--- src/core/dual_input_pkg.sv ---
// Constants shared by the dual fast digital input block
package dual_input_pkg;

  // Clock
  localparam int          CLK_HZ              = 20_000_000;
  localparam int          US_PER_S            = 1_000_000;

  // Channels and bit positions
  localparam int          NUM_CHANNELS        = 2;
  localparam int          CH0_BIT             = 0;
  localparam int          CH1_BIT             = 1;

  // Input image: one byte at offset zero, nothing in the output image
  localparam logic [7:0]  INPUT_LEVELS_OFFSET = 8'h00;
  localparam int          INPUT_IMAGE_BYTES   = 1;
  localparam int          OUTPUT_IMAGE_BYTES  = 0;

  // Parameter byte index within the parameter record set
  localparam logic [2:0]  PARAM_IDX_DIAG_INTERRUPT_ENABLE   = 3'h0;
  localparam logic [2:0]  PARAM_IDX_CH0_DELAY = 3'h1;
  localparam logic [2:0]  PARAM_IDX_CH1_DELAY = 3'h2;
  localparam logic [2:0]  PARAM_IDX_RISE_MASK = 3'h3;
  localparam logic [2:0]  PARAM_IDX_FALL_MASK = 3'h4;

  // Values after reset
  localparam logic [7:0]  DIAG_INTERRUPT_ENABLE_RESET       = 8'h00;
  localparam logic [7:0]  CH_DELAY_RESET      = 8'h02;
  localparam logic [7:0]  RISE_MASK_RESET     = 8'h00;
  localparam logic [7:0]  FALL_MASK_RESET     = 8'h00;

  // Diagnostic interrupt enable codes
  localparam logic [7:0]  DIAG_CODE_OFF       = 8'h00;
  localparam logic [7:0]  DIAG_CODE_ON        = 8'h40;

  // Filter delay codes and their times in microseconds
  localparam logic [7:0]  DELAY_CODE_1US      = 8'h00;
  localparam logic [7:0]  DELAY_CODE_3US      = 8'h02;
  localparam logic [7:0]  DELAY_CODE_10US     = 8'h04;
  localparam logic [7:0]  DELAY_CODE_86US     = 8'h07;
  localparam logic [7:0]  DELAY_CODE_342US    = 8'h09;
  localparam logic [7:0]  DELAY_CODE_2731US   = 8'h0c;
  localparam int          DELAY_1_US          = 1;
  localparam int          DELAY_3_US          = 3;
  localparam int          DELAY_10_US         = 10;
  localparam int          DELAY_86_US         = 86;
  localparam int          DELAY_342_US        = 342;
  localparam int          DELAY_2731_US       = 2731;
  localparam int          DELAY_1_CYCLES      = DELAY_1_US * (CLK_HZ / US_PER_S);
  localparam int          DELAY_3_CYCLES      = DELAY_3_US * (CLK_HZ / US_PER_S);
  localparam int          DELAY_10_CYCLES     = DELAY_10_US * (CLK_HZ / US_PER_S);
  localparam int          DELAY_86_CYCLES     = DELAY_86_US * (CLK_HZ / US_PER_S);
  localparam int          DELAY_342_CYCLES    = DELAY_342_US * (CLK_HZ / US_PER_S);
  localparam int          DELAY_2731_CYCLES   = DELAY_2731_US * (CLK_HZ / US_PER_S);

  // Fault indicator blink rate
  localparam int          BLINK_HZ            = 2;
  localparam int          BLINK_HALF_CYCLES   = CLK_HZ / (2 * BLINK_HZ);

  // Indicator modes
  typedef enum logic [2:0] {
    LED_DARK   = 3'b001,
    LED_STATUS = 3'b010,
    LED_BLINK  = 3'b100
  } led_mode_t;

endpackage : dual_input_pkg

--- src/core/dual_fast_digital_input.sv ---
// Dual fast digital input: filters, input byte, parameters, edge events and indicators
`timescale 1ns/1ps
module dual_fast_digital_input
  import dual_input_pkg::*;
#(
  parameter int DELAY_342_COUNT  = DELAY_342_CYCLES,
  parameter int DELAY_2731_COUNT = DELAY_2731_CYCLES,
  parameter int BLINK_HALF_COUNT = BLINK_HALF_CYCLES,
  parameter int CNT_W            = 16
)(
  input  wire logic                    ref_clk,
  input  wire logic                    rst_n,
  input  wire logic                    clk_en,
  input  wire logic [NUM_CHANNELS-1:0] input_channel,
  input  wire logic                    bus_power_ok,
  input  wire logic                    bus_comm_ok,
  input  wire logic                    module_error,
  input  wire logic                    config_error,
  input  wire logic                    system_stop,
  input  wire logic                    param_wr,
  input  wire logic [2:0]              param_index,
  input  wire logic [7:0]              param_wdata,
  output logic [7:0]                   param_rdata,
  output logic                         param_reject,
  output logic [7:0]                   input_levels,
  output logic                         process_event,
  output logic [7:0]                   process_event_channels,
  output logic [7:0]                   process_event_levels,
  output logic                         diag_interrupt,
  output logic                         run_indicator,
  output logic                         fault_indicator,
  output logic [NUM_CHANNELS-1:0]      channel_indicator
);

  localparam int BLINK_W = 32;
  initial
  begin
    if (DELAY_2731_COUNT >= 2 ** CNT_W || DELAY_342_COUNT >= 2 ** CNT_W)
      $error("dual_fast_digital_input: CNT_W too narrow for the filter delays");
    if (DELAY_342_COUNT < 1 || DELAY_2731_COUNT < 1 || BLINK_HALF_COUNT < 1)
      $error("dual_fast_digital_input: counts must be at least one");
  end

  logic [7:0]              diag_interrupt_enable;
  logic [7:0]              channel0_filter_delay;
  logic [7:0]              channel1_filter_delay;
  logic [7:0]              rising_edge_irq_mask;
  logic [7:0]              falling_edge_irq_mask;
  logic [NUM_CHANNELS-1:0] level;
  logic [NUM_CHANNELS-1:0] level_prev;
  logic [NUM_CHANNELS-1:0] rise_hit;
  logic [NUM_CHANNELS-1:0] fall_hit;
  logic [CNT_W-1:0]        delay_cycles [NUM_CHANNELS];
  logic [BLINK_W-1:0]      blink_cnt;
  logic                    blink_phase;
  led_mode_t               led_mode;
  led_mode_t               next_led_mode;
  logic                    code_ok;
  logic                    diag_wr_ok;

  function automatic logic [CNT_W-1:0] code_to_cycles(input logic [7:0] code);
    case (code)
      DELAY_CODE_1US:    code_to_cycles = CNT_W'(DELAY_1_CYCLES);
      DELAY_CODE_3US:    code_to_cycles = CNT_W'(DELAY_3_CYCLES);
      DELAY_CODE_10US:   code_to_cycles = CNT_W'(DELAY_10_CYCLES);
      DELAY_CODE_86US:   code_to_cycles = CNT_W'(DELAY_86_CYCLES);
      DELAY_CODE_342US:  code_to_cycles = CNT_W'(DELAY_342_COUNT);
      DELAY_CODE_2731US: code_to_cycles = CNT_W'(DELAY_2731_COUNT);
      default:           code_to_cycles = CNT_W'(DELAY_3_CYCLES);
    endcase
  endfunction : code_to_cycles

  // Parameter writes
  assign code_ok    = param_wdata inside {DELAY_CODE_1US, DELAY_CODE_3US, DELAY_CODE_10US,
                                          DELAY_CODE_86US, DELAY_CODE_342US, DELAY_CODE_2731US};
  assign diag_wr_ok = system_stop && (param_wdata == DIAG_CODE_OFF || param_wdata == DIAG_CODE_ON);

  always_ff @(posedge ref_clk)
  begin
    if (!rst_n)
    begin
      diag_interrupt_enable <= DIAG_INTERRUPT_ENABLE_RESET;
      channel0_filter_delay <= CH_DELAY_RESET;
      channel1_filter_delay <= CH_DELAY_RESET;
      rising_edge_irq_mask  <= RISE_MASK_RESET;
      falling_edge_irq_mask <= FALL_MASK_RESET;
      param_reject          <= 1'b0;
    end
    else if (clk_en)
    begin
      param_reject <= 1'b0;
      if (param_wr)
      begin
        case (param_index)
          PARAM_IDX_DIAG_INTERRUPT_ENABLE:
            if (diag_wr_ok)
              diag_interrupt_enable <= param_wdata;
            else
              param_reject <= 1'b1;
          PARAM_IDX_CH0_DELAY:
            if (code_ok)
              channel0_filter_delay <= param_wdata;
            else
              param_reject <= 1'b1;
          PARAM_IDX_CH1_DELAY:
            if (code_ok)
              channel1_filter_delay <= param_wdata;
            else
              param_reject <= 1'b1;
          PARAM_IDX_RISE_MASK: rising_edge_irq_mask  <= {6'h00, param_wdata[CH1_BIT:CH0_BIT]};
          PARAM_IDX_FALL_MASK: falling_edge_irq_mask <= {6'h00, param_wdata[CH1_BIT:CH0_BIT]};
          default:             param_reject          <= 1'b1;
        endcase
      end
    end
  end

  // Parameter readback, one cycle behind the index
  always_ff @(posedge ref_clk)
  begin
    if (!rst_n)
    begin
      param_rdata <= 8'h00;
    end
    else if (clk_en)
    begin
      case (param_index)
        PARAM_IDX_DIAG_INTERRUPT_ENABLE:   param_rdata <= diag_interrupt_enable;
        PARAM_IDX_CH0_DELAY: param_rdata <= channel0_filter_delay;
        PARAM_IDX_CH1_DELAY: param_rdata <= channel1_filter_delay;
        PARAM_IDX_RISE_MASK: param_rdata <= rising_edge_irq_mask;
        PARAM_IDX_FALL_MASK: param_rdata <= falling_edge_irq_mask;
        default:             param_rdata <= 8'h00;
      endcase
    end
  end

  // Per-channel filters
  assign delay_cycles[0] = code_to_cycles(channel0_filter_delay);
  assign delay_cycles[1] = code_to_cycles(channel1_filter_delay);

  for (genvar ch = 0; ch < NUM_CHANNELS; ch++)
  begin : g_filter
    input_filter #(.CNT_W (CNT_W)) input_filter_i (
      .ref_clk      (ref_clk),
      .rst_n        (rst_n),
      .clk_en       (clk_en),
      .raw_pin      (input_channel[ch]),
      .delay_cycles (delay_cycles[ch]),
      .level        (level[ch])
    );
  end

  // Input image byte; the output image is empty so nothing is consumed
  always_ff @(posedge ref_clk)
  begin
    if (!rst_n)
    begin
      input_levels <= 8'h00;
    end
    else if (clk_en)
    begin
      input_levels <= {6'h00, level[CH1_BIT], level[CH0_BIT]};
    end
  end

  // Edge events from the filtered levels, gated by the masks
  assign rise_hit = level & ~level_prev & rising_edge_irq_mask[NUM_CHANNELS-1:0];
  assign fall_hit = ~level & level_prev & falling_edge_irq_mask[NUM_CHANNELS-1:0];

  always_ff @(posedge ref_clk)
  begin
    if (!rst_n)
    begin
      level_prev             <= '0;
      process_event          <= 1'b0;
      process_event_channels <= 8'h00;
      process_event_levels   <= 8'h00;
    end
    else if (clk_en)
    begin
      level_prev    <= level;
      process_event <= |(rise_hit | fall_hit);
      if (|(rise_hit | fall_hit))
      begin
        process_event_channels <= {6'h00, rise_hit | fall_hit};
        process_event_levels   <= {6'h00, level};
      end
    end
  end

  // Diagnostic interrupt follows the module error while enabled
  always_ff @(posedge ref_clk)
  begin
    if (!rst_n)
    begin
      diag_interrupt <= 1'b0;
    end
    else if (clk_en)
    begin
      diag_interrupt <= module_error && (diag_interrupt_enable == DIAG_CODE_ON);
    end
  end

  // Blink timebase for the fault indicator
  always_ff @(posedge ref_clk)
  begin
    if (!rst_n)
    begin
      blink_cnt   <= '0;
      blink_phase <= 1'b0;
    end
    else if (clk_en)
    begin
      if (led_mode != LED_BLINK || blink_cnt == BLINK_W'(BLINK_HALF_COUNT - 1))
      begin
        blink_cnt   <= '0;
        blink_phase <= (led_mode == LED_BLINK) ? ~blink_phase : 1'b1;
      end
      else
        blink_cnt <= blink_cnt + 1'b1;
    end
  end

  // Indicator mode: supply failure over configuration error over status
  assign next_led_mode = !bus_power_ok ? LED_DARK : (config_error ? LED_BLINK : LED_STATUS);

  always_ff @(posedge ref_clk)
  begin
    if (!rst_n)
    begin
      led_mode <= LED_DARK;
    end
    else if (clk_en)
    begin
      led_mode <= next_led_mode;
    end
  end

  always_ff @(posedge ref_clk)
  begin
    if (!rst_n)
    begin
      run_indicator     <= 1'b0;
      fault_indicator   <= 1'b0;
      channel_indicator <= '0;
    end
    else if (clk_en)
    begin
      channel_indicator <= level;
      case (led_mode)
        LED_DARK:
        begin
          run_indicator   <= 1'b0;
          fault_indicator <= 1'b0;
        end
        LED_BLINK:
        begin
          run_indicator   <= bus_comm_ok;
          fault_indicator <= blink_phase;
        end
        LED_STATUS:
        begin
          run_indicator   <= bus_comm_ok;
          fault_indicator <= module_error;
        end
        default:
        begin
          run_indicator   <= 1'b0;
          fault_indicator <= 1'b0;
        end
      endcase
    end
  end

  input_byte_a: assert property (@(posedge ref_clk) disable iff (!rst_n)
    clk_en |=> (input_levels == {6'h00, $past(level)}))
    else $error("input byte does not mirror the filtered levels");
  supply_dark_a: assert property (@(posedge ref_clk) disable iff (!rst_n)
    (clk_en && !bus_power_ok) ##1 clk_en |=> (!run_indicator && !fault_indicator))
    else $error("indicators lit after bus supply failure");
  run_status_a: assert property (@(posedge ref_clk) disable iff (!rst_n)
    (clk_en && bus_power_ok && !config_error) ##1 (clk_en && led_mode == LED_STATUS)
      |=> (run_indicator == $past(bus_comm_ok) && fault_indicator == $past(module_error)))
    else $error("run or fault indicator wrong in status mode");
  channel_led_a: assert property (@(posedge ref_clk) disable iff (!rst_n)
    (clk_en && led_mode == LED_STATUS) |=> (channel_indicator == $past(level)))
    else $error("channel indicator does not follow its input");
  blink_rate_a: assert property (@(posedge ref_clk) disable iff (!rst_n)
    (clk_en && led_mode == LED_BLINK && blink_cnt == BLINK_W'(BLINK_HALF_COUNT - 1))
      ##1 (clk_en && led_mode == LED_BLINK) |=> (fault_indicator != $past(fault_indicator)))
    else $error("fault indicator did not toggle at half period");
  bad_code_a: assert property (@(posedge ref_clk) disable iff (!rst_n)
    (clk_en && param_wr && param_index == PARAM_IDX_CH0_DELAY && !code_ok)
      |=> (param_reject && $stable(channel0_filter_delay)))
    else $error("invalid delay code was accepted");
  diag_stop_a: assert property (@(posedge ref_clk) disable iff (!rst_n)
    (clk_en && param_wr && param_index == PARAM_IDX_DIAG_INTERRUPT_ENABLE && !system_stop)
      |=> $stable(diag_interrupt_enable))
    else $error("diagnostic enable changed outside stop state");
  diag_gate_a: assert property (@(posedge ref_clk) disable iff (!rst_n)
    diag_interrupt |-> (diag_interrupt_enable == DIAG_CODE_ON || $past(diag_interrupt_enable) == DIAG_CODE_ON))
    else $error("diagnostic interrupt raised while disabled");
  edge_mask_a: assert property (@(posedge ref_clk) disable iff (!rst_n)
    (clk_en && level[CH0_BIT] && !level_prev[CH0_BIT] && !rising_edge_irq_mask[CH0_BIT])
      |=> !(process_event && process_event_channels[CH0_BIT]))
    else $error("masked rising edge reported");
  mask_reserved_a: assert property (@(posedge ref_clk) disable iff (!rst_n)
    (rising_edge_irq_mask[7:2] == 6'h00) && (falling_edge_irq_mask[7:2] == 6'h00))
    else $error("reserved mask bits set");

endmodule : dual_fast_digital_input

--- src/core/input_filter.sv ---
// Two-stage synchroniser and stable-time filter for one input channel
`timescale 1ns/1ps
module input_filter
  import dual_input_pkg::*;
#(
  parameter int CNT_W = 16
)(
  input  wire logic             ref_clk,
  input  wire logic             rst_n,
  input  wire logic             clk_en,
  input  wire logic             raw_pin,
  input  wire logic [CNT_W-1:0] delay_cycles,
  output logic                  level
);

  logic             sync_meta;
  logic             sync_pin;
  logic [CNT_W-1:0] stable_cnt;
  logic [CNT_W-1:0] next_cnt;

  initial
  begin
    if (CNT_W < 2 || CNT_W > 31)
      $error("input_filter: CNT_W out of range");
  end

  always_ff @(posedge ref_clk)
  begin
    if (!rst_n)
    begin
      sync_meta <= 1'b0;
      sync_pin  <= 1'b0;
    end
    else if (clk_en)
    begin
      sync_meta <= raw_pin;
      sync_pin  <= sync_meta;
    end
  end

  assign next_cnt = stable_cnt + 1'b1;

  // New level taken only after it has held for the full delay, either direction
  always_ff @(posedge ref_clk)
  begin
    if (!rst_n)
    begin
      stable_cnt <= '0;
      level      <= 1'b0;
    end
    else if (clk_en)
    begin
      if (sync_pin == level)
      begin
        stable_cnt <= '0;
      end
      else if (next_cnt >= delay_cycles)
      begin
        level      <= sync_pin;
        stable_cnt <= '0;
      end
      else
      begin
        stable_cnt <= next_cnt;
      end
    end
  end

  // Helper: own count of differing cycles, restarts once the delay is served
  logic [CNT_W-1:0] differ_cnt;
  always_ff @(posedge ref_clk)
  begin
    if (!rst_n || (clk_en && sync_pin == level))
    begin
      differ_cnt <= '0;
    end
    else if (clk_en)
    begin
      differ_cnt <= (differ_cnt + 1'b1 >= delay_cycles) ? '0 : differ_cnt + 1'b1;
    end
  end

  filter_hold_a: assert property (@(posedge ref_clk) disable iff (!rst_n)
    (clk_en && $changed(level) && $past(clk_en)) |-> ($past(differ_cnt) + 1'b1 >= $past(delay_cycles)))
    else $error("filtered level changed before the delay ran out");

  filter_follow_a: assert property (@(posedge ref_clk) disable iff (!rst_n)
    (clk_en && sync_pin != level && differ_cnt + 1'b1 >= delay_cycles) |=> (level == $past(sync_pin)))
    else $error("filtered level did not follow after the delay");

endmodule : input_filter

--- config.mk ---
export PLATFORM = sky130hd
export DESIGN_NAME = dual_fast_digital_input
export DESIGN_NICKNAME = d
export VERILOG_FILES = /design/src/core/dual_input_pkg.sv /design/src/core/dual_fast_digital_input.sv /design/src/core/input_filter.sv
export SDC_FILE = /design/constraint.sdc
export NUM_CORES = 1
export LEC_CHECK = 0
export ABC_AREA = 0
export BUFFER_PORTS_ARGS = -buffer_cell sky130_fd_sc_hd__buf_2
export CAP_MARGIN = 10
export CORE_MARGIN = 4
export CORE_UTILIZATION = 59
export DETAILED_ROUTE_END_ITERATION = 6
export HOLD_SLACK_MARGIN = 0.15
export MAX_ROUTING_LAYER = met4
export PLACE_DENSITY = 0.82
export SKIP_LAST_GASP = 1
export SYNTH_ARGS = -nofsm -noshare
export SYNTH_HDL_FRONTEND = slang
export SYNTH_SLANG_ARGS = --single-unit
--- constraint.sdc ---
create_clock -name ref_clk -period 3.6 [get_ports ref_clk]
set_input_delay 0.36 -clock ref_clk [delete_from_list [all_inputs] [get_ports ref_clk]]
set_output_delay 0.36 -clock ref_clk [all_outputs]
set_load 0.1 [all_outputs]
==> results of run 1 <==
where the power goes:
group | switching (mW) | internal (mW)
Clock | 0.615 | 0.951
Sequential | 0.00704 | 1.35
Combinational | 0.173 | 0.0397
Total | 0.794 | 2.34
logic make-up after synthesis:
| kind of cell | after synthesis | synth area share (%) |
|---|---|---|
| and+or+nand+nor | 344 | 26.2 |
| DFF | 121 | 37.1 |
| AOI/OAI and AO/OA | 112 | 12.2 |
| buffers and inverters | 75 | 5.96 |
| xor gates and xnor gates | 57 | 7.65 |
| muxes | 33 | 5.27 |
| adders and majority gates | 29 | 5.56 |
| other | 1 | 0.0575 |
timing repair:
item	in CTS	in global routing
hold buffers	8	0
hold endpoints to repair	9	0
setup buffers	0	7
gates resized for setup	0	2
endpoints found under the setup margin	0	19
placed cells by master, fill, tap and decap left out, types with 3 or more instances in the layout:
master / Yosys / layout
a21oi_1: 36 / 36
or3_1: 3 / 3
clkbuf_16: 0 / 16
clkinv_4: 0 / 3
ha_1: 29 / 29
nand3b_1: 5 / 5
a32oi_1: 22 / 22
o22ai_1: 11 / 11
o21ai_0: 8 / 8
inv_1: 20 / 19
clkbuf_8: 2 / 3
nor2_1: 119 / 118
mux2i_1: 31 / 31
dlygate4sd3_1: 0 / 8
nor4_1: 9 / 9
and4_1: 5 / 5
nor4b_1: 5 / 5
nand4_1: 23 / 23
buf_4: 21 / 18
nand2b_1: 7 / 7
nand4b_1: 5 / 5
a31oi_1: 5 / 5
nor3_1: 11 / 10
nand2_1: 63 / 63
xor2_1: 30 / 30
o211ai_1: 3 / 3
clkbuf_1: 22 / 3
a41oi_1: 6 / 6
nor2b_1: 8 / 8
and2_1: 13 / 13
nand3_1: 38 / 38
clkinvlp_4: 0 / 4
buf_2: 1 / 42
conb_1: 1 / 18
dfxtp_1: 121 / 121
and3_1: 19 / 19
xnor2_1: 27 / 27
nor3b_1: 3 / 3
or2_2: 3 / 3
how the worst max path moves through the flow:
stage | start | end | slack, ps | depth (start not counted)
floorplan | g_filter[0].input_filter_i.stable_cnt[0] | g_filter[0].input_filter_i.stable_cnt[12] | 530 | 12
CTS | g_filter[0].input_filter_i.stable_cnt[0] | g_filter[0].input_filter_i.stable_cnt[5] | 160 | 12
global placement | g_filter[0].input_filter_i.stable_cnt[0] | g_filter[0].input_filter_i.stable_cnt[2] | 380 | 12
finish | g_filter[0].input_filter_i.stable_cnt[0] | g_filter[0].input_filter_i.stable_cnt[5] | 150 | 14
detailed placement | g_filter[0].input_filter_i.stable_cnt[0] | g_filter[0].input_filter_i.stable_cnt[5] | 190 | 12
global route | g_filter[0].input_filter_i.stable_cnt[0] | g_filter[0].input_filter_i.stable_cnt[12] | 7 | 15
critical path: stages, from the launching register on:
cell	delay (ps)
dfxtp_1	430
ha_1	280
inv_1	90
nor3_1	350
and4_1	270
xor2_1	210
ha_1	280
o21a_1	170
a21oi_1	170
o211ai_1	190
a32oi_4	270
buf_4	180
nand4_1	100
buf_4	200
o22ai_1	160
metal layers:
metal	up-vias	global-route usage, %
met2	246	42.7
li1	2820	-
met1	2792	29.2
met5	-	-
met3	39	6.20
met4	0	11.1
through the flow:
stage                     instances  power (mW)  worst slack, ps
after floorplan                 789        1.56              527
after global placement          928        1.58              375
after detailed placement        928        1.59              194
after CTS                       968        3.14              155
after global routing            975        3.22             7.34
final                           975        3.13              149
state kept, by name (all words and copies together) (netlist names), 3 cells and up:
| signal | flops |
|---|---|
| channel0_filter_delay | 8 |
| g_filter.input_filter_i.stable_cnt | 32 |
| diag_interrupt_enable | 8 |
| led_mode | 3 |
| channel1_filter_delay | 8 |
| param_rdata | 8 |
| blink_cnt | 32 |
area by class of cell:
| class | count | area [µm²] | share of cell area, % |
|---|---|---|---|
| clock inverter | 10 | 96.3 | 1.30 |
| clock buffer | 22 | 453 | 6.09 |
| timing repair buffer | 68 | 425 | 5.72 |
| inverter | 21 | 78.8 | 1.06 |
| tap | 140 | 175 | 2.36 |
| multi-input combinational | 593 | 3780 | 50.9 |
| sequential | 121 | 2420 | 32.6 |
==> impl_results.rst, run 1 <==
.. list-table::
   :header-rows: 1

   * - Metric
     - Value
   * - Status
     - finished, final reports clean
   * - Hold depth
     - 3
   * - Number of antenna violations at the first check in global routing
     - 0
   * - Kind of start point of the critical path
     - flop
   * - Peak supply drop
     - 0.446 mV
   * - Inserted Diodes
     - 0
   * - Drt drc
     - 0
   * - Post-Route M1 WL
     - 6.62 mm
   * - Max_slew headroom
     - 45.7%
   * - Crit-path max FO
     - 7
   * - Setup Skew
     - 19.3 ps
   * - Share of async-settable or async-resettable flops after synthesis
     - 0%
   * - Antenna violation net count after detailed routing
     - 0
   * - Warnings, synthesis
     - 0
   * - Cell count after synthesis
     - 772
   * - Critical path arrival
     - 3890 ps
   * - Vias per cell
     - 6.05
   * - Number of buffers created by CTS
     - 17
   * - Clock root buffer master
     - clkbuf_8
   * - Share of cells above drive strength 1
     - 12.7%
   * - Final setup violation count
     - 0
   * - Wire length of the first global-routing pass
     - 26.0 mm
   * - Area inside the core boundary
     - 0.0108 mm²
   * - Flip-flop cell with the highest count after synthesis
     - dfxtp_1
   * - Commonest cells in the netlist
     - dfxtp_1, nor2_1, nand2_1
   * - Vias in the first global route
     - 5699
   * - Synth top area share
     - 37.1%
   * - Depth of the worst register-to-register path
     - 14
   * - Wire length on met3
     - 1.05 mm
   * - Util after Layout
     - 68.6%
   * - CP Capture Type
     - flop
   * - Maximum number of pins on one net before global-route repair
     - 44
   * - Top Layer Used
     - met4
   * - Placement Rows
     - 38
   * - Combined global-route utilization of all metal layers
     - 25.6%
   * - Launch instance of the worst min-delay path
     - param_wdata[1]
   * - Worst Hold Class
     - input pin to flop
   * - Max-capacitance violation count
     - 0
   * - Hold Violations, Final
     - 0
   * - Die extent in x
     - 113 µm
   * - Fin crit share
     - 95.9%
   * - Insertion delay to the later sink of the worst-skew pair
     - 530 ps
   * - Worst-case register-to-register setup slack
     - 150 ps
   * - I/O Buffers
     - 42
   * - Boundary Pins
     - 61
   * - Mean Syn Cell Area
     - 8.45 µm²
   * - Area post-placement
     - 0.00675 mm²
   * - Tmin final
     - 3450 ps
   * - Sum of overflow across all layers after global routing
     - 0
   * - Count of flip-flops with a built-in enable after synthesis
     - 0
   * - Starting density of the core
     - 60.2%
   * - Height of the die
     - 113 µm
   * - Slew at the pin closest to its max-slew limit
     - 803 ps
   * - Most frequent cell after synthesis
     - dfxtp_1
   * - Met2 Wirelength
     - 7.84 mm
   * - Worst-case clock buffer depth
     - 2
   * - Number of nets in the layout
     - 873
   * - Reg clk slew, reported paths
     - 60 ps
   * - TritonCTS clock tree
     - done
   * - Drt wl/cell
     - 16.3 µm
   * - Highest Clock Rate
     - 290 MHz
   * - Combined area of all synthesized cells
     - 0.00653 mm²
   * - Fill cells
     - 832
   * - Die Outline Area
     - 0.0128 mm²
   * - Post-synthesis register bit count
     - 121
   * - First-pass DRT Iterations
     - 5
   * - Static power due to leakage
     - 3.01 nW
   * - Final design instance area without fill
     - 0.00744 mm²
   * - Endpoint of the worst register-to-register path
     - g_filter[0].input_filter_i.stable_cnt[5]
   * - Hold slack
     - 170 ps
   * - Critical Path RT
     - 4040 ps
   * - Sequential fraction of the synthesis area
     - 37.1%
   * - P per Cell Area
     - 421 mW/mm²
   * - Final TNS setup
     - 0 ps
   * - Half-perimeter wire length after detailed placement
     - 11.0 mm
   * - Cell type with the highest aggregate area in the netlist
     - dfxtp_1
   * - Routed vias
     - 5897
   * - Last weighted congestion value of the routability-driven placer
     - 0.899
   * - RSZ-0062 raised after global routing
     - false
   * - Clock sinks
     - 121
   * - Detailed Route WL
     - 15.9 mm
   * - Count of routing violations after the opening detailed-route iteration
     - 491
   * - Area growth, synth to finish
     - 14.0%
   * - Critical Setup Path Class
     - flop to flop
   * - R2r startpoint
     - g_filter[0].input_filter_i.stable_cnt[0]
   * - Top area cells in the synthesized netlist
     - dfxtp_1, nor2_1, ha_1
   * - Number of pins exceeding their max-slew limit in the final report
     - 0
   * - Netlist cell types
     - 62
   * - Hold EP
     - channel1_filter_delay[1]
   * - CTS H-Tree Depth
     - 4
No activity file was read; power rests on OpenSTA's default activity.
==> inputs of run 2 (changes only) <==
- ABC_CLOCK_PERIOD_IN_PS: not set -> 3600
- CORE_MARGIN: 4 -> 2
- CTS_CLUSTER_DIAMETER: not set -> 50
==> run 2 against run 1 <==
Clock-buffer cell count rose by 1. Sequential share of layout area fell by 0.15 points. Register-to-register slack improved by 110 ps. First-iteration DRC count fell by 2.2%. Hold slack got worse by 6.2 ps. Critical endpoint is now g_filter[0].input_filter_i.stable_cnt[2]. Largest power group unchanged.
==> impl_results.rst, run 2 (synthesis gave the netlist of run 1 again) <==
.. list-table::
   :header-rows: 1

   * - Metric
     - Value
   * - Status
     - finished, final reports clean
   * - Share of cells above drive strength 1
     - 12.4%
   * - Wire length of the first global-routing pass
     - 25.3 mm
   * - Count of routing violations after the opening detailed-route iteration
     - 480
   * - Highest Clock Rate
     - 300 MHz
   * - Busiest grt layer
     - met2
   * - Sum of overflow across all layers after global routing
     - 0
   * - Slew at the pin closest to its max-slew limit
     - 804 ps
   * - Static power due to leakage
     - 3.03 nW
   * - Vias in the first global route
     - 5558
   * - Launch instance of the worst min-delay path
     - module_error
   * - Commonest cells after routing, fill and taps aside
     - dfxtp_1, nor2_1, nand2_1, buf_2, nand3_1
   * - Met3 Resource Use GR
     - 6.87%
   * - TritonCTS clock tree
     - done
   * - CP Capture Type
     - flop
   * - Antenna violation net count after detailed routing
     - 0
   * - Last weighted congestion value of the routability-driven placer
     - 0.881
   * - Util after Layout
     - 69.2%
   * - Area post-placement
     - 0.00678 mm²
   * - Hold Violations, Final
     - 0
   * - Max-capacitance violation count
     - 0
   * - Detailed Route WL
     - 15.9 mm
   * - Drt wl/cell
     - 16.3 µm
   * - Clock root buffer master
     - clkbuf_8
   * - Placement Rows
     - 38
   * - Combined global-route utilization of all metal layers
     - 28.1%
   * - Setup Skew
     - 8.46 ps
   * - Area growth, synth to finish
     - 14.5%
   * - Global routing met2 resource utilization
     - 48.1%
   * - Registers with the highest flip-flop counts
     - blink_cnt (32), g_filter.input_filter_i.stable_cnt (32)
   * - Number of nets in the layout
     - 875
   * - Vias per cell
     - 6.01
   * - Tmin final
     - 3340 ps
   * - Boundary Pins
     - 61
   * - Origin of the worst setup path
     - g_filter[0].input_filter_i.stable_cnt[0]
   * - Critical Path RT
     - 4060 ps
   * - Die extent in x
     - 109 µm
   * - Starting density of the core
     - 60.5%
   * - Worst-case setup margin in the final layout
     - 264 ps
   * - R2r startpoint
     - g_filter[0].input_filter_i.stable_cnt[0]
   * - Area inside the core boundary
     - 0.0108 mm²
   * - Number of buffers created by CTS
     - 17
   * - Final design instance area without fill
     - 0.00747 mm²
   * - Critical Setup Path Class
     - flop to flop
   * - Pre-CTS setup slack
     - 86.2 ps
   * - Worst Hold Class
     - input pin to flop
   * - Maximum number of pins on one net before global-route repair
     - 43
   * - Peak supply drop
     - 0.440 mV
   * - Met1 routing resource usage after global routing
     - 30.7%
   * - I/O Buffers
     - 42
   * - Post-route insts no fill
     - 977
   * - Worst-case clock buffer depth
     - 2
   * - Number of pins exceeding their max-slew limit in the final report
     - 0
   * - Clock sinks
     - 121
   * - Critical path arrival
     - 3800 ps
   * - Number of antenna violations at the first check in global routing
     - 1
   * - Insertion delay to the later sink of the worst-skew pair
     - 540 ps
   * - Reg clk slew, reported paths
     - 60 ps
   * - Max_slew headroom
     - 46.2%
   * - Placed instance count
     - 932
   * - Drt drc
     - 0
   * - Fin crit share
     - 92.7%
   * - Kind of start point of the critical path
     - flop
   * - Crit-path max FO
     - 10
   * - Half-perimeter wire length after detailed placement
     - 10.7 mm
   * - Final Total Pwr
     - 3.20 mW
   * - Height of the die
     - 109 µm
   * - CTS H-Tree Depth
     - 4
   * - Die Outline Area
     - 0.0119 mm²
   * - P per Cell Area
     - 429 mW/mm²
   * - First-pass DRT Iterations
     - 5
   * - Final setup violation count
     - 0
   * - Routed vias
     - 5873
   * - Most common library cell in the layout ignoring fill and taps
     - dfxtp_1
run 2: worst max-delay path, stage by stage, from the launching register on:
cell	delay, ps
dfxtp_1	430
nand3_1	200
nor4_4	460
nand3_1	160
xnor2_1	240
ha_1	310
a2111oi_1	410
mux2i_1	200
a32oi_4	330
buf_4	240
a41oi_1	120
o22ai_1	170
run 2: final cells by class:
class / instances / area (µm²)
Inverter: 21 / 78.8
Multi-Input combinational cell: 593 / 3780
Sequential cell: 121 / 2420
Clock buffer: 23 / 467
Tap cell: 140 / 175
Fill cell: 824 / 3320
Antenna cell: 1 / 2.50
Clock inverter: 8 / 95.1
Timing Repair Buffer: 70 / 445
run 2: repair_timing:
item	CTS	global route
hold buffers	10	0
endpoints found under the setup margin	0	12
setup buffers	0	3
gates resized for setup	0	3
endpoints found under the hold margin	11	0
run 2: final timing paths:
| kind | cells after the start | slack [ps] | to |
|---|---|---|---|
| worst min-delay path | 3 | 160 | diag_interrupt |
| worst min register to register | 2 | 470 | run_indicator |
| worst max-delay path | 11 | 260 | g_filter[0].input_filter_i.stable_cnt[2] |
| worst max register to register | 11 | 260 | g_filter[0].input_filter_i.stable_cnt[2] |
run 2: stage by stage:
| step | hold slack [ps] | setup TNS (ps) |
|---|---|---|
| after floorplan | 443 | 0 |
| after global placement | 447 | 0 |
| after detailed placement | 468 | 0 |
| after CTS | 156 | 0 |
| after global routing | 164 | -146 |
| final | 164 | 0 |
run 2: layer usage:
layer,vias to the layer above,wire length (µm)
met5,-,0
met4,0,326
met3,30,864
met2,193,8170
met1,2815,6530
li1,2835,-
run 2: power by group:
part	switching, mW	internal (mW)	leakage, nW	total, mW
clock	0.601	1.03	0.274	1.63
combinational	0.174	0.0425	1.78	0.216
sequential	0.00746	1.35	0.976	1.36
==> inputs of run 3 (changes only) <==
- BUFFER_PORTS_ARGS: -buffer_cell sky130_fd_sc_hd__buf_2 -> -buffer_cell sky130_fd_sc_hd__buf_4
==> run 3 against run 2 <==
Register-to-register slack lost 80 ps. Sequential share of layout area fell by 0.40 points. Global-route usage increased by 0.90 points. Clock skew is essentially flat. Design area grew 1.3%. Largest power group unchanged. Utilization rose by 0.87 points. Critical endpoint unchanged. First-iteration DRC count grew 13%. Final cell count down 0.20%. Setup slack worse by 77 ps. Die area unchanged.
==> impl_results.rst, run 3 (synthesis gave the netlist of run 1 again) <==
.. list-table::
   :header-rows: 1

   * - Metric
     - Value
   * - Worst-case register-to-register setup slack
     - 190 ps
   * - Detailed Route WL
     - 16.0 mm
   * - Critical path arrival
     - 3870 ps
   * - Maximum number of pins on one net before global-route repair
     - 43
   * - Highest Clock Rate
     - 293 MHz
   * - Worst-case clock buffer depth
     - 2
   * - Last weighted congestion value of the routability-driven placer
     - 0.876
   * - Max-capacitance violation count
     - 0
   * - Starting density of the core
     - 60.5%
   * - Fill cells
     - 814
   * - Commonest cells after routing, fill and taps aside
     - dfxtp_1, nor2_1, nand2_1, buf_4, nand3_1
   * - Reg clk slew, reported paths
     - 70 ps
   * - Max_slew headroom
     - 41.5%
   * - I/O Buffers
     - 42
   * - P per Cell Area
     - 421 mW/mm²
   * - Boundary Pins
     - 61
   * - Wire length of the first global-routing pass
     - 26.3 mm
   * - Area inside the core boundary
     - 0.0108 mm²
   * - TritonCTS clock tree
     - done
   * - Registers with the highest flip-flop counts
     - blink_cnt (32), g_filter.input_filter_i.stable_cnt (32)
   * - Vias in the first global route
     - 5628
   * - Drt wl/cell
     - 16.4 µm
   * - R2r startpoint
     - g_filter[0].input_filter_i.stable_cnt[0]
   * - Final TNS setup
     - 0 ps
   * - Half-perimeter wire length after detailed placement
     - 11.0 mm
   * - Area post-placement
     - 0.00686 mm²
   * - Reg area
     - 0.00242 mm²
   * - Setup Skew
     - 8.74 ps
   * - Status
     - finished, final reports clean
   * - RSZ-0062 raised after global routing
     - false
   * - Post-route insts no fill
     - 975
   * - Hold EP
     - param_rdata[0]
   * - Kind of start point of the critical path
     - flop
   * - Number of nets in the layout
     - 873
   * - Routed vias
     - 5936
   * - Crit-path cells
     - ha_1, inv_1, nor3_2, buf_4, nand3_1, nand2_1, nand2_1, ha_1, a2111oi_1, mux2i_1, a32oi_4, buf_4, a41oi_1, o22ai_1
   * - Final design instance area without fill
     - 0.00756 mm²
   * - WP buf/inv
     - 3
   * - Height of the die
     - 109 µm
   * - Clock sinks
     - 121
   * - Fin crit share
     - 94.8%
   * - Endpoint of the worst register-to-register path
     - g_filter[0].input_filter_i.stable_cnt[2]
   * - Clock root buffer master
     - clkbuf_8
   * - Family with the most delay on the worst path
     - compound AO/OA/AOI/OAI gates
   * - Final setup violation count
     - 0
   * - Most common library cell in the layout ignoring fill and taps
     - dfxtp_1
   * - Slew at the pin closest to its max-slew limit
     - 875 ps
   * - Tmin final
     - 3410 ps
   * - Static power due to leakage
     - 3.03 nW
   * - Combined global-route utilization of all metal layers
     - 29.0%
   * - Share of cells above drive strength 1
     - 12.5%
   * - Inserted Diodes
     - 0
   * - Die extent in x
     - 109 µm
   * - Insertion delay to the later sink of the worst-skew pair
     - 530 ps
   * - Count of routing violations after the opening detailed-route iteration
     - 542
   * - Placement Rows
     - 38
   * - Worst-path cell with the longest stage delay
     - a2111oi_1
   * - Crit-path max FO
     - 12
   * - Critical Path RT
     - 4050 ps
   * - Sum of overflow across all layers after global routing
     - 0
   * - Number of buffers created by CTS
     - 17
   * - Antenna violation net count after detailed routing
     - 0
   * - CP Capture Type
     - flop
   * - Hold depth
     - 3
   * - Die Outline Area
     - 0.0119 mm²
   * - Number of pins exceeding their max-slew limit in the final report
     - 0
   * - First-pass DRT Iterations
     - 5
   * - Vias per cell
     - 6.09
   * - Number of antenna violations at the first check in global routing
     - 0
   * - Launch instance of the worst min-delay path
     - param_index[2]
   * - Peak supply drop
     - 0.518 mV
   * - Critical Setup Path Class
     - flop to flop
   * - Area growth, synth to finish
     - 15.9%
   * - Delay of the slowest cell on the worst path
     - 480 ps
   * - Worst Hold Class
     - input pin to flop
   * - Hold Violations, Final
     - 0
   * - Depth of the worst register-to-register path
     - 14
   * - Drt drc
     - 0
   * - Origin of the worst setup path
     - g_filter[0].input_filter_i.stable_cnt[0]
   * - CTS H-Tree Depth
     - 4
   * - Placed instance count
     - 929
   * - Multi-input gate area in the final layout
     - 0.00379 mm²
-- run 3: report_power, final --
group / internal [mW] / total (mW) / switching (mW)
registers: 1.35 / 1.35 / 0.00740
clock network: 0.927 / 1.60 / 0.678
logic: 0.0512 / 0.225 / 0.174
total: 2.33 / 3.18 / 0.859
-- run 3: per-stage QoR --
step | total power [mW] | utilization (%) | worst slack, ps | hold slack (ps)
after floorplan | 1.56 | - | 527 | 443
after global placement | 1.59 | 63.6 | 409 | 452
after detailed placement | 1.60 | 63.6 | 103 | 454
after CTS | 3.20 | 69.9 | 66.1 | 164
after global routing | 3.28 | 70.1 | 14.4 | 187
final | 3.18 | 70.1 | 187 | 189
-- run 3: layout make-up --
cell class | instances | share of cell area (%)
Clock inverter | 15 | 1.90
Inverter | 21 | 1.04
Clock buffer | 17 | 5.47
Multi-Input combinational cell | 593 | 50.1
Sequential cell | 121 | 32.0
Timing Repair Buffer | 68 | 7.18
Tap cell | 140 | 2.32
-- run 3: worst max path at each step --
stage	endpoint	slack, ps	depth (start not counted)
3_5_place_dp	g_filter[0].input_filter_i.stable_cnt[12]	100	13
5_1_grt	g_filter[0].input_filter_i.stable_cnt[2]	10	14
6_report	g_filter[0].input_filter_i.stable_cnt[2]	190	14
3_3_place_gp	g_filter[0].input_filter_i.stable_cnt[2]	410	12
4_1_cts	g_filter[0].input_filter_i.stable_cnt[12]	70	13
2_1_floorplan	g_filter[0].input_filter_i.stable_cnt[12]	530	12
-- run 3: what timing repair did --
item                       4_1_cts  5_1_grt
hold buffers                    13        0
hold endpoints to repair        17        0
buffers inserted                 0        1
gates resized for setup          0        4
setup endpoints to repair        0       16
-- run 3: metal layers --
layer / wire length, µm / global-route usage (%) / up-vias / share of wire (%)
li1: - / - / 2822 / -
met1: 6660 / 34.2 / 2856 / 42
met2: 8080 / 47.5 / 220 / 50
met3: 846 / 5.74 / 38 / 5.3
met4: 435 / 13.6 / 0 / 2.7
met5: 0 / - / - / 0
-- run 3: worst min-delay path, cell delays in order --
cell and delay (ps):
buf_4 140, nand3_1 90, a311oi_1 80
